<file path="config.mk">
export PLATFORM = sky130hd
export DESIGN_NAME = async_serial_receiver
export DESIGN_NICKNAME = d
export VERILOG_FILES = /design/src/logic/rx_pkg.sv /design/src/logic/async_serial_receiver.sv /design/src/logic/os_tick_gen.sv /design/src/logic/rx_fifo.sv
export SDC_FILE = /design/constraint.sdc
export NUM_CORES = 1
export LEC_CHECK = 0
export BUFFER_PORTS_ARGS = -buffer_cell sky130_fd_sc_hd__buf_2
export CORE_UTILIZATION = 55
export DETAILED_ROUTE_END_ITERATION = 10
export PLACE_DENSITY = 0.73
export SLEW_MARGIN = 20
export SYNTH_ARGS = -nofsm -noshare
export SYNTH_HDL_FRONTEND = slang
export SYNTH_SLANG_ARGS = --single-unit
</file>
<file path="constraint.sdc">
create_clock -name sys_clk -period 8.2 [get_ports sys_clk]
set_input_delay 0.82 -clock sys_clk [delete_from_list [all_inputs] [get_ports sys_clk]]
set_output_delay 0.82 -clock sys_clk [all_outputs]
set_load 0.02 [all_outputs]
</file>
<file path="src/logic/rx_pkg.sv">
/*
 Constants, field layouts and carrier types for the asynchronous receiver.
 Assumes a single 100 MHz clock and an 8-bit register port.
*/
package rx_pkg;
    localparam int ADDR_W = 3;
    localparam int DATA_W = 8;
    localparam int CHAR_W = 9;
    // Register offsets
    localparam logic [2:0] OFF_RX_STATUS_CTRL = 3'h0;
    localparam logic [2:0] OFF_RX_DATA = 3'h1;
    localparam logic [2:0] OFF_MODE = 3'h2;
    localparam logic [2:0] OFF_PERIPH_EN = 3'h3;
    localparam logic [2:0] OFF_IRQ_CTRL = 3'h4;
    localparam logic [2:0] OFF_PERIPH_FLAG = 3'h5;
    // Field positions
    localparam int BIT_PORT_EN = 7;
    localparam int BIT_NINE = 6;
    localparam int BIT_CONT_RX = 4;
    localparam int BIT_ADDR_DET = 3;
    localparam int BIT_FRAME = 2;
    localparam int BIT_OVERRUN = 1;
    localparam int BIT_9TH = 0;
    localparam int BIT_IDLE = 6;
    localparam int BIT_SYNC = 4;
    localparam int BIT_IRQ_EN = 5;
    localparam int BIT_GLB_GATE = 7;
    localparam int BIT_PER_GATE = 6;
    localparam int BIT_PENDING = 5;
    localparam logic [7:0] REG_RESET = 8'h00;
    // Timing
    localparam int CLK_HZ = 100_000_000;
    localparam int BAUD_DEFAULT = 115_200;
    localparam int OVERSAMPLE = 16;
    localparam logic [3:0] HALF_LAST = 4'h7;
    localparam logic [3:0] FULL_LAST = 4'hf;
    localparam int FIFO_DEPTH = 2;

    typedef struct packed {
        logic frame_error_flag;
        logic [CHAR_W-1:0] data;
    } rx_entry_s;

    typedef struct packed {
        logic port_enable;
        logic nine_bit_rx_select;
        logic continuous_rx_enable;
        logic addr_detect_enable;
        logic sync_mode;
        logic rx_irq_enable;
        logic global_irq_gate;
        logic peripheral_irq_gate;
    } ctrl_s;
endpackage : rx_pkg

</file>
<file path="src/logic/async_serial_receiver.sv">
/*
 Asynchronous serial receiver: start detection, majority bit recovery,
 stop check, two-entry FIFO, overrun, nine-bit and address filtering.
 Assumes a register master with one-cycle strobes and an external line
 that idles high and is not synchronous to sys_clk.
*/
`timescale 1ns/100ps
`default_nettype none
module async_serial_receiver
    import rx_pkg::*;
#(
    parameter int BAUD_RATE = BAUD_DEFAULT,
    parameter int DEPTH = FIFO_DEPTH
) (
    input wire logic sys_clk, // System clock, 100 MHz
    input wire logic srst, // Synchronous reset, active high
    input wire logic [ADDR_W-1:0] reg_addr, // Register address
    input wire logic [DATA_W-1:0] reg_wdata, // Write data
    input wire logic reg_wr, // Write strobe
    input wire logic reg_rd, // Read strobe
    output logic [DATA_W-1:0] reg_rdata, // Read data, cycle after strobe
    input wire logic rx_pin, // Serial receive line
    output logic rx_irq, // Receive interrupt request
    output logic rx_idle // Sampler waiting for a start edge
);
    localparam int DIVISOR = CLK_HZ / (BAUD_RATE * OVERSAMPLE);

    if (BAUD_RATE < 1 || DIVISOR < 1) begin : g_bad_baud
        $error("async_serial_receiver: baud rate too high for clock");
    end

    typedef enum logic [1:0] {
        ST_IDLE,
        ST_START,
        ST_DATA,
        ST_STOP
    } rx_state_e;

    // Majority of three oversampled values
    function automatic logic maj3(input logic [2:0] s);
        maj3 = (s[0] & s[1]) | (s[0] & s[2]) | (s[1] & s[2]);
    endfunction : maj3

    ctrl_s ctrl_reg, ctrl_next;
    logic overrun_reg, overrun_next;
    logic [DATA_W-1:0] rdata_reg, rdata_next;
    logic rx_s1_reg, rx_s2_reg, rx_s3_reg;
    logic rx_level_reg, rx_level_next;
    logic rx_prev_reg;
    rx_state_e state_reg, state_next;
    logic [3:0] os_cnt_reg, os_cnt_next;
    logic [3:0] bit_idx_reg, bit_idx_next;
    logic [2:0] win_reg, win_next;
    logic [CHAR_W-1:0] rx_shift_register, shift_next;
    logic rx_active;
    logic tick;
    logic bit_val;
    logic frame_done;
    logic frame_frame_error_flag;
    logic addr_reject;
    logic push_valid;
    logic push_ready;
    logic fifo_pop;
    logic pop_valid;
    logic rx_pending_flag;
    rx_entry_s push_data;
    rx_entry_s top;
    logic [3:0] last_idx;

    assign rx_active = ctrl_reg.continuous_rx_enable && !ctrl_reg.sync_mode
        && ctrl_reg.port_enable;

    os_tick_gen #(
        .DIVISOR(DIVISOR)
    ) u_tick (
        .sys_clk(sys_clk),
        .srst(srst),
        .run(rx_active),
        .tick(tick)
    );

    // Line synchroniser; the filtered level moves only when the
    // second and third stages agree, which also rejects one-cycle glitches
    always_comb begin
        rx_level_next = rx_level_reg;
        if (rx_s2_reg == rx_s3_reg) begin
            rx_level_next = rx_s3_reg;
        end
    end

    always_ff @(posedge sys_clk) begin
        if (srst) begin
            rx_s1_reg <= 1'b1;
            rx_s2_reg <= 1'b1;
            rx_s3_reg <= 1'b1;
            rx_level_reg <= 1'b1;
        end else begin
            rx_s1_reg <= rx_pin;
            rx_s2_reg <= rx_s1_reg;
            rx_s3_reg <= rx_s2_reg;
            rx_level_reg <= rx_level_next;
        end
    end

    assign last_idx = ctrl_reg.nine_bit_rx_select ? 4'h8 : 4'h7;
    assign bit_val = maj3({win_reg[1:0], rx_level_reg});

    // Bit recovery state machine, stepping on oversample ticks
    always_comb begin
        state_next = state_reg;
        os_cnt_next = os_cnt_reg;
        bit_idx_next = bit_idx_reg;
        win_next = win_reg;
        shift_next = rx_shift_register;
        frame_done = 1'b0;
        frame_frame_error_flag = 1'b0;
        if (tick) begin
            win_next = {win_reg[1:0], rx_level_reg};
        end
        case (state_reg)
            ST_IDLE: begin
                os_cnt_next = 4'h0;
                bit_idx_next = 4'h0;
                if (rx_active && rx_prev_reg && !rx_level_reg) begin
                    state_next = ST_START;
                    shift_next = '0;
                end
            end
            ST_START: begin
                if (tick) begin
                    if (os_cnt_reg == HALF_LAST) begin
                        os_cnt_next = 4'h0;
                        if (bit_val) begin
                            state_next = ST_IDLE;
                        end else begin
                            state_next = ST_DATA;
                        end
                    end else begin
                        os_cnt_next = os_cnt_reg + 4'h1;
                    end
                end
            end
            ST_DATA: begin
                if (tick) begin
                    os_cnt_next = os_cnt_reg + 4'h1;
                    if (os_cnt_reg == FULL_LAST) begin
                        shift_next[bit_idx_reg] = bit_val;
                        bit_idx_next = bit_idx_reg + 4'h1;
                        if (bit_idx_reg == last_idx) begin
                            state_next = ST_STOP;
                        end
                    end
                end
            end
            ST_STOP: begin
                if (tick) begin
                    os_cnt_next = os_cnt_reg + 4'h1;
                    if (os_cnt_reg == FULL_LAST) begin
                        frame_done = 1'b1;
                        frame_frame_error_flag = !bit_val;
                        state_next = ST_IDLE;
                    end
                end
            end
            default: begin
                state_next = ST_IDLE;
            end
        endcase
        if (!rx_active) begin
            state_next = ST_IDLE;
        end
    end

    always_ff @(posedge sys_clk) begin
        if (srst) begin
            state_reg <= ST_IDLE;
            os_cnt_reg <= 4'h0;
            bit_idx_reg <= 4'h0;
            win_reg <= 3'h7;
            rx_shift_register <= '0;
            rx_prev_reg <= 1'b1;
        end else begin
            state_reg <= state_next;
            os_cnt_reg <= os_cnt_next;
            bit_idx_reg <= bit_idx_next;
            win_reg <= win_next;
            rx_shift_register <= shift_next;
            rx_prev_reg <= rx_level_reg;
        end
    end

    // Address filter drops nine-bit characters whose ninth bit is clear
    assign addr_reject = ctrl_reg.addr_detect_enable
        && ctrl_reg.nine_bit_rx_select && !shift_next[8];
    // Overrun blocks the push; FIFO contents stay readable
    assign push_valid = frame_done && !addr_reject
        && !overrun_reg;
    assign push_data.frame_error_flag = frame_frame_error_flag;
    assign push_data.data = ctrl_reg.nine_bit_rx_select ? shift_next
        : {1'b0, shift_next[7:0]};
    assign fifo_pop = reg_rd && (reg_addr == OFF_RX_DATA);

    rx_fifo #(
        .DEPTH(DEPTH)
    ) u_fifo (
        .sys_clk(sys_clk),
        .srst(srst),
        .flush(!ctrl_reg.port_enable),
        .push_valid(push_valid),
        .push_ready(push_ready),
        .push_data(push_data),
        .pop(fifo_pop),
        .pop_valid(pop_valid),
        .top(top)
    );

    // Pending follows occupancy while reception is active; no software path writes it
    assign rx_pending_flag = rx_active && pop_valid;
    // Framing error has no path to the request
    assign rx_irq = rx_pending_flag && ctrl_reg.rx_irq_enable
        && ctrl_reg.peripheral_irq_gate
        && ctrl_reg.global_irq_gate;
    assign rx_idle = (state_reg == ST_IDLE);

    // Overrun: set by a complete character that passes the address filter and finds the FIFO full;
    // cleared while either enable is low, when no frame can finish
    always_comb begin
        overrun_next = overrun_reg;
        if (!ctrl_reg.continuous_rx_enable || !ctrl_reg.port_enable) begin
            overrun_next = 1'b0;
        end
        if (frame_done && !addr_reject && !overrun_reg && !push_ready) begin
            overrun_next = 1'b1;
        end
    end

    // Control writes; status bits and the pending flag ignore writes
    always_comb begin
        ctrl_next = ctrl_reg;
        if (reg_wr) begin
            case (reg_addr)
                OFF_RX_STATUS_CTRL: begin
                    ctrl_next.port_enable = reg_wdata[BIT_PORT_EN];
                    ctrl_next.nine_bit_rx_select = reg_wdata[BIT_NINE];
                    ctrl_next.continuous_rx_enable = reg_wdata[BIT_CONT_RX];
                    ctrl_next.addr_detect_enable = reg_wdata[BIT_ADDR_DET];
                end
                OFF_MODE: begin
                    ctrl_next.sync_mode = reg_wdata[BIT_SYNC];
                end
                OFF_PERIPH_EN: begin
                    ctrl_next.rx_irq_enable = reg_wdata[BIT_IRQ_EN];
                end
                OFF_IRQ_CTRL: begin
                    ctrl_next.global_irq_gate = reg_wdata[BIT_GLB_GATE];
                    ctrl_next.peripheral_irq_gate = reg_wdata[BIT_PER_GATE];
                end
                default: begin
                    ctrl_next = ctrl_reg;
                end
            endcase
        end
    end

    // Read mux; status shows the top entry before a data read pops it.
    // An empty or flushed FIFO shows no framing error or ninth bit.
    always_comb begin
        rdata_next = 8'h00;
        if (reg_rd) begin
            case (reg_addr)
                OFF_RX_STATUS_CTRL: begin
                    rdata_next[BIT_PORT_EN] = ctrl_reg.port_enable;
                    rdata_next[BIT_NINE] = ctrl_reg.nine_bit_rx_select;
                    rdata_next[BIT_CONT_RX] = ctrl_reg.continuous_rx_enable;
                    rdata_next[BIT_ADDR_DET] = ctrl_reg.addr_detect_enable;
                    rdata_next[BIT_FRAME] = pop_valid && top.frame_error_flag;
                    rdata_next[BIT_OVERRUN] = overrun_reg;
                    rdata_next[BIT_9TH] = pop_valid && top.data[8];
                end
                OFF_RX_DATA: begin
                    rdata_next = pop_valid ? top.data[7:0] : 8'h00;
                end
                OFF_MODE: begin
                    rdata_next[BIT_IDLE] = rx_idle;
                    rdata_next[BIT_SYNC] = ctrl_reg.sync_mode;
                end
                OFF_PERIPH_EN: begin
                    rdata_next[BIT_IRQ_EN] = ctrl_reg.rx_irq_enable;
                end
                OFF_IRQ_CTRL: begin
                    rdata_next[BIT_GLB_GATE] = ctrl_reg.global_irq_gate;
                    rdata_next[BIT_PER_GATE] = ctrl_reg.peripheral_irq_gate;
                end
                OFF_PERIPH_FLAG: begin
                    rdata_next[BIT_PENDING] = rx_pending_flag;
                end
                default: begin
                    rdata_next = 8'h00;
                end
            endcase
        end
    end

    always_ff @(posedge sys_clk) begin
        if (srst) begin
            ctrl_reg <= ctrl_s'(REG_RESET);
            overrun_reg <= 1'b0;
            rdata_reg <= 8'h00;
        end else begin
            ctrl_reg <= ctrl_next;
            overrun_reg <= overrun_next;
            rdata_reg <= rdata_next;
        end
    end

    assign reg_rdata = rdata_reg;
endmodule : async_serial_receiver
`default_nettype wire

</file>
<file path="src/logic/os_tick_gen.sv">
/*
 Oversample tick divider: one-cycle enable pulse at sixteen times the baud.
 Assumes the same clock and reset as the receiver that uses it.
*/
`timescale 1ns/100ps
`default_nettype none
module os_tick_gen #(
    parameter int DIVISOR = 54
) (
    input wire logic sys_clk, // System clock
    input wire logic srst, // Synchronous reset
    input wire logic run, // Divider runs while high
    output logic tick // One-cycle oversample pulse
);
    // The counter is sixteen bits wide, so larger divisors cannot be served
    if (DIVISOR < 1 || DIVISOR > 65536) begin : g_bad_div
        $error("os_tick_gen: DIVISOR must be 1 to 65536");
    end

    logic [15:0] cnt_reg;
    logic [15:0] cnt_next;
    localparam logic [15:0] LAST = 16'(DIVISOR - 1);

    // Restart from zero whenever stopped so ticks align with enable
    always_comb begin
        cnt_next = cnt_reg;
        if (!run || cnt_reg == LAST) begin
            cnt_next = 16'h0000;
        end else begin
            cnt_next = cnt_reg + 16'h0001;
        end
    end

    always_ff @(posedge sys_clk) begin
        if (srst) begin
            cnt_reg <= 16'h0000;
        end else begin
            cnt_reg <= cnt_next;
        end
    end

    assign tick = run && (cnt_reg == LAST);
endmodule : os_tick_gen
`default_nettype wire

</file>
<file path="src/logic/rx_fifo.sv">
/*
 Receive FIFO holding characters with their framing status.
 Assumes pushes and pops come from logic on the same clock.
*/
`timescale 1ns/100ps
`default_nettype none
module rx_fifo
    import rx_pkg::*;
#(
    parameter int DEPTH = FIFO_DEPTH
) (
    input wire logic sys_clk, // System clock
    input wire logic srst, // Synchronous reset
    input wire logic flush, // Empties the FIFO
    input wire logic push_valid, // Character offered
    output logic push_ready, // Room for a character
    input wire rx_entry_s push_data, // Character and status
    input wire logic pop, // Remove oldest entry
    output logic pop_valid, // At least one entry
    output rx_entry_s top // Oldest entry
);
    if (DEPTH < 2 || DEPTH > 16) begin : g_bad_depth
        $error("rx_fifo: DEPTH must be 2 to 16");
    end

    localparam int PW = $clog2(DEPTH);
    localparam logic [4:0] DEPTH_C = 5'(DEPTH);
    localparam logic [PW-1:0] PTR_LAST = PW'(DEPTH - 1);

    rx_entry_s mem [DEPTH];
    logic [PW-1:0] wr_reg, wr_next, rd_reg, rd_next;
    logic [4:0] cnt_reg, cnt_next;
    logic do_push, do_pop;

    assign push_ready = (cnt_reg != DEPTH_C);
    assign pop_valid = (cnt_reg != 5'h00);
    assign do_push = push_valid && push_ready;
    assign do_pop = pop && pop_valid;
    assign top = mem[rd_reg];

    // Pointer and occupancy update; flush overrides traffic
    always_comb begin
        wr_next = wr_reg;
        rd_next = rd_reg;
        cnt_next = cnt_reg;
        if (flush) begin
            wr_next = '0;
            rd_next = '0;
            cnt_next = 5'h00;
        end else begin
            if (do_push) begin
                wr_next = (wr_reg == PTR_LAST) ? '0 : wr_reg + 1'b1;
            end
            if (do_pop) begin
                rd_next = (rd_reg == PTR_LAST) ? '0 : rd_reg + 1'b1;
            end
            cnt_next = cnt_reg + {4'h0, do_push} - {4'h0, do_pop};
        end
    end

    always_ff @(posedge sys_clk) begin
        if (srst) begin
            wr_reg <= '0;
            rd_reg <= '0;
            cnt_reg <= 5'h00;
        end else begin
            wr_reg <= wr_next;
            rd_reg <= rd_next;
            cnt_reg <= cnt_next;
        end
    end

    // Storage has no reset; only entries below the count are visible
    always_ff @(posedge sys_clk) begin
        if (do_push && !flush) begin
            mem[wr_reg] <= push_data;
        end
    end
endmodule : rx_fifo
`default_nettype wire

</file>
; Word level (Yosys, flattened, before mapping)
; Memory sizes are Yosys's and may differ from the RTL's. A register that Yosys moved wholly into a read port is not among the register bits.
; Index checks and enable logic that the tools add are counted.
[word_totals]
regBits = 66
memories = 1
word_cells = 161
ram_bits = 20
out_inout_bits = 10
[mem_list]
columns = memory, depth, width, rd, rd_clocked_by_memory_dff, wr, line_no
row1 = u_fifo.mem, 2, 10, 1, 1, 1, rx_fifo.sv:30  ; rx_entry_s mem [DEPTH];
[op_classes]
eq_ne = 23
bitwise_logic = 8
n_addsub = 7
n_lt_le_gt_ge = 2
mux = 46
reduce_logical = 50
[op_table]
columns = op, n
row1 = $mux 9, 4
row2 = $mux 4, 6
row3 = $logic_and 1x1->1, 21
row4 = $mux 2, 9
row5 = $pmux 9 s2, 1
row6 = $add 16x1->16 const B, 1
row7 = $eq 16x6->1 const B, 1
row8 = $pmux 4 s2, 2
row9 = $mux 1, 15
row10 = $ne 2x2->1 const B, 7
row11 = $pmux 4 s3, 1
row12 = $logic_not 1->1, 10
row13 = $reduce_and 2->1, 5
row14 = $reduce_or 2->1, 5
row15 = $bwmux 9, 1
row16 = $pmux 1 s3, 3
row17 = $add 4x1->4 const B, 2
row18 = $mux 8, 1
row19 = $pmux 2 s4, 1
row20 = $reduce_and 8->1, 1
row21 = $eq 3x2->1 const B, 2
row22 = $eq 3x3->1 const B, 2
row23 = $add 5x1->5, 1
row24 = $lt 4x5->1 const B, 1
row25 = 23 further kinds, 33

; Longest topological paths before layout
[depth]
ltp_word = 17
mapped_depth = 14
depth_no_buf = 14

; Modules after synthesis
; A second synthesis with hierarchy kept.
[unflattened]
hier_cells = 415
area_unflattened_um2 = 4083.9
[modules_own_cells]
columns = mod, area_per_inst_um2, n_inst, seq_area_each_um2, cells_per_inst
row1 = async_serial_receiver, 2123.3, 1, 860.8, 251
row2 = rx_fifo, 1194.9, 1, 760.7, 80
row3 = os_tick_gen, 765.7, 1, 320.3, 84

; Worst setup path after synthesis
; No wires, ideal clock.
[synth_path]
kind = input to register
startpoint = input port reg_addr[0]
endpoint = register u_fifo.cnt_reg[4]
stages = 13
arrival_ns = 3.178
setup_ns = 0.120
path_buffers = 1
slack_ns = 4.902
cell_sequence = clkbuf_1 -> or3b_2 -> nor2_1 -> and2_1 -> ha_1 -> inv_1 -> ha_1 -> fa_1 -> a21oi_1 -> nor2_1 -> nor2_1 -> xnor2_1 -> nor2_1
[synth_between]
elab_chain_len = 4
[synth_lines]
columns = element, line_no
row1 = start: declaration, async_serial_receiver.sv:17  ; input wire logic [ADDR_W-1:0] reg_addr,
row2 = $eq 3x1->1, async_serial_receiver.sv:201  ; assign fifo_pop = reg_rd && (reg_addr == OFF_RX_DATA);
row3 = $logic_and 1x1->1, async_serial_receiver.sv:201
row4 = $logic_and 1x1->1, rx_fifo.sv:38  ; assign do_pop = pop && pop_valid;
row5 = named net u_fifo.do_pop, rx_fifo.sv:33  ; logic do_push, do_pop;
row6 = $sub 5x1->5, rx_fifo.sv:57  ; cnt_next = cnt_reg + {4'h0, do_push} - {4'h0, do_pop};
row7 = end signal: assignment, rx_fifo.sv:69  ; cnt_reg <= cnt_next;
row8 = end: declaration, rx_fifo.sv:32  ; logic [4:0] cnt_reg, cnt_next;
; The timed path passes the listed nets, and every way through them passes these cells.
; A chain may end at the register's enable or synchronous reset.

; Worst setup path in the final report
[layout_path]
startpoint = register u_fifo.cnt_reg[3]
endpoint = register u_fifo.cnt_reg[4]
[layout_between]
elab_cells_between_ends = 6
[layout_lines]
columns = element, line_no
row1 = $reduce_bool 5->1, rx_fifo.sv:36  ; assign pop_valid = (cnt_reg != 5'h00);
row2 = $logic_and 1x1->1, rx_fifo.sv:38
row3 = named net u_fifo.do_pop, rx_fifo.sv:33
row4 = $sub 5x1->5, rx_fifo.sv:57
; The timed path passes the listed nets, and every way through them passes these cells.

==> run_results.csv <==
group,metric,value,unit
yosys,syn_avg_cell_area,9.52,um2
detailed_routing,drt_iter0_markers,188,
floorplanning,rows,31,
detailed_routing,via_per_inst,5.97,
timing,fin_crit_sh,41.0,%
timing,rsz0062_at_grt,"no",
critical_path,reg2reg_to,"u_fifo.cnt_reg[4]",
yosys,synth-compound-area-share,10.8,%
placement,pre_cts_slack,4.67,ns
min_path,holdPathStages,1,
clocking,cts.repair.resized,0,
yosys,seq_area_frac_synth,45.5,%
layout,finalInstanceArea,0.00461,mm2
timing,whs,0.415,ns
yosys,synth_top_area_share,31.5,%
critical_path,r2r_start,"u_fifo.cnt_reg[3]",
clocking,clk_pin_slew,0.09,ns
critical_path,cp_data_required_time,8.45,ns
layout,n_fill_cell,653,
timing,hold_viol,0,
yosys,syn-cell-area,0.00426,mm2
critical_path,cp_cell_sequence,"inv_1, ha_1, nor4b_1, nor2_1, and2_1, ha_1, inv_1, ha_1, fa_1, a21oi_1, nor2_1, nor2_1, xnor2_1, nor2_1",
detailed_routing,wire_per_inst,15.6,um
yosys,synthMostInstantiatedCell,"dfxtp_1",
critical_path,end_kind,"register",
detailed_routing,firstDrtPassIters,6,
layout,largest_reg_flops,20,
floorplanning,fp.dieH,90.1,um
layout,drive_above_1_share,12.6,%
yosys,ys_seq_elements,87,
layout,antennaDiodeCount,0,
placement,dpl_cell_area,0.00442,mm2
outcome,status,"finished, final reports clean",
yosys,synth_xor_area_share,4.11,%
clocking,ctsRootBufferMaster,"clkbuf_8",
placement,port-buffer-count,22,
yosys,yosys.area_share.adder,4.52,%
detailed_routing,wirelength,8.81,mm
power,power_per_cell_area,162,mW/mm2
yosys,synth_area_leaders,"dfxtp_1 31%, edfxtp_1 14%, nor2_1 4.3%",
min_path,worstHoldPathType,"reg -> reg",
timing,setup_viol,0,
critical_path,cp-start-kind,"register",
floorplanning,core_area,0.00737,mm2
yosys,muxShareOfSynthArea,5.34,%
power,p_leak,1.62,nW
detailed_routing,vias,3381,
layout,area_growth,8.10,%
timing,fin_tns_setup,0,ns
critical_path,crit_type,"reg -> reg",
timing,max_freq,0.297,GHz
layout,layout.nets,492,
global_routing,grt_max_degree,41,
flow_run,cap_violations,0,
clocking,clockBufferDepth,2,
min_path,worst_hold_startpoint,"rx_s1_reg",
critical_path,cp_max_fo,6,
critical_path,cp_top_family,"simple AND/OR/NAND/NOR gates",
global_routing,antenna_found_initial,0,
global_routing,grt_pass1_wl,15.2,mm
yosys,synth_top_family_by_area,"simple AND/OR/NAND/NOR gates",
clocking,cts_setup_buffers,0,
yosys,yosys.area.top_type,"dfxtp_1",
yosys,yosysUniqueCellTypes,68,
yosys,async_reset_ff_share,0,%
clocking,htree_num_levels,3,
yosys,synth_edf_count,20,
clocking,cts_tree,"done",
global_routing,gr-total-overflow,0,
critical_path,critPathArrivalTime,3.61,ns
yosys,synth_flop_cell,"dfxtp_1",
floorplanning,die_x,90.1,um
detailed_routing,drcViolationCount,0,
yosys,syn_nets,478,
min_path,whs_endpoint,"rx_s2_reg",
clocking,cts_buffers,9,
yosys,synth_common_cells,"67 x dfxtp_1, 49 x nor2_1, 27 x nand2_1",
detailed_routing,antenna_left,0,
floorplanning,io_pins,26,
clocking,clk_latency,0.36,ns
timing,finalClockSkew,0.0119,ns
floorplanning,start_util,57.9,%
power,ir_drop,0.126,mV
critical_path,cpPeakStageDelay,0.67,ns
floorplanning,dieArea,0.00811,mm2
timing,fin_crit,3.37,ns
timing,maxSlewViolCount,0,
critical_path,slowest_stage,"nor4b_1",
clocking,hold_buffers,0,
global_routing,grtUsageTotal,23.1,%
yosys,yosys_warnings,0,
timing,worst_slack,4.83,ns
timing,tightest_slew,0.815,ns
clocking,cts.sinks,87,
timing,relSlewSlack,44.9,%
critical_path,crit_buf_inv,2,
layout,final_util,62.5,%
yosys,synthSimpleGateAreaFrac,26.6,%
global_routing,grt_pass1_vias,3259,
yosys,synthCells,448,
critical_path,r2r_cells,14,
critical_path,path_common_cell,"nor2_1",
placement,dpl.hpwl,6.40,mm
critical_path,ff2ff_setup_slack,4.83,ns
placement,gp_congestion,0.899,
where the power goes:
part | leakage [nW] | internal, mW | switching [mW]
logic | 0.813 | 0.00647 | 0.00964
clock network | 0.0957 | 0.142 | 0.150
registers | 0.707 | 0.437 | 0.00125
total | 1.62 | 0.585 | 0.161
kinds of logic after synthesis:
kind of cell    Yosys count
simple gates            204
flops                    87
compound gates           67
buf+inv                  33
mux                      22
xor+xnor                 20
fa+ha+maj                15
cell usage in the layout, fill, tap and decap left out, types with 8 or more instances in the layout:
cell type	count
inv_1	13
a21oi_1	18
or2_2	8
dfxtp_1	67
nand4_1	10
xor2_1	12
nor3_1	11
nand3_1	25
clkbuf_8	9
nor2b_1	12
buf_2	22
edfxtp_1	20
mux2i_1	16
nor2_1	49
nand2_1	27
xnor2_1	8
ha_1	13
worst register-to-register path: cells and delay by family, from the launching register on:
| kind | cells | cell delay (ns) |
|---|---|---|
| buffers and inverters | 2 | 0.12 |
| AND/OR/NAND/NOR | 6 | 1.46 |
| flip-flops | 1 | 0.33 |
| XOR/XNOR | 1 | 0.13 |
| adder cells (fa/ha/maj) | 4 | 1.08 |
| AO/OA/AOI/OAI | 1 | 0.15 |
worst max-delay path by stage:
stage / startpoint / end / slack [ns] / cells after the start
detailed placement: reg_addr[0] / u_fifo.cnt_reg[4] / 4.67 / 13
CTS: u_fifo.cnt_reg[3] / u_fifo.cnt_reg[4] / 4.81 / 14
floorplan: reg_addr[0] / u_fifo.cnt_reg[4] / 4.90 / 13
global route: u_tick.cnt_reg[2] / u_fifo.cnt_reg[4] / 4.54 / 11
finish: u_fifo.cnt_reg[3] / u_fifo.cnt_reg[4] / 4.83 / 14
global placement: reg_addr[0] / u_fifo.cnt_reg[4] / 4.71 / 13
per-stage QoR:
stage,instances,power (mW)
floorplan,448,0.459
global placement,550,0.464
detailed placement,550,0.464
CTS,566,0.753
global route,566,0.774
finish,566,0.746
routing by layer:
| layer | up-vias | GRT usage (%) | share of wire, % |
|---|---|---|---|
| li1 | 1668 | - | - |
| met1 | 1589 | 27.8 | 45 |
| met2 | 110 | 40.1 | 49 |
| met3 | 14 | 6.09 | 5.1 |
| met4 | 0 | 7.66 | 1.4 |
| met5 | - | 0 | 0 |
area by class of cell:
| cell class | instances | area, um2 | area share (%) |
|---|---|---|---|
| multi-input combinational | 328 | 2190 | 47.5 |
| sequential | 87 | 1940 | 42.1 |
| clock buffer | 11 | 131 | 2.85 |
| tap | 99 | 124 | 2.69 |
| timing repair buffer | 23 | 118 | 2.55 |
| clock inverter | 5 | 56.3 | 1.22 |
| inverter | 13 | 48.8 | 1.06 |
(Power assumes the default switching activity.)
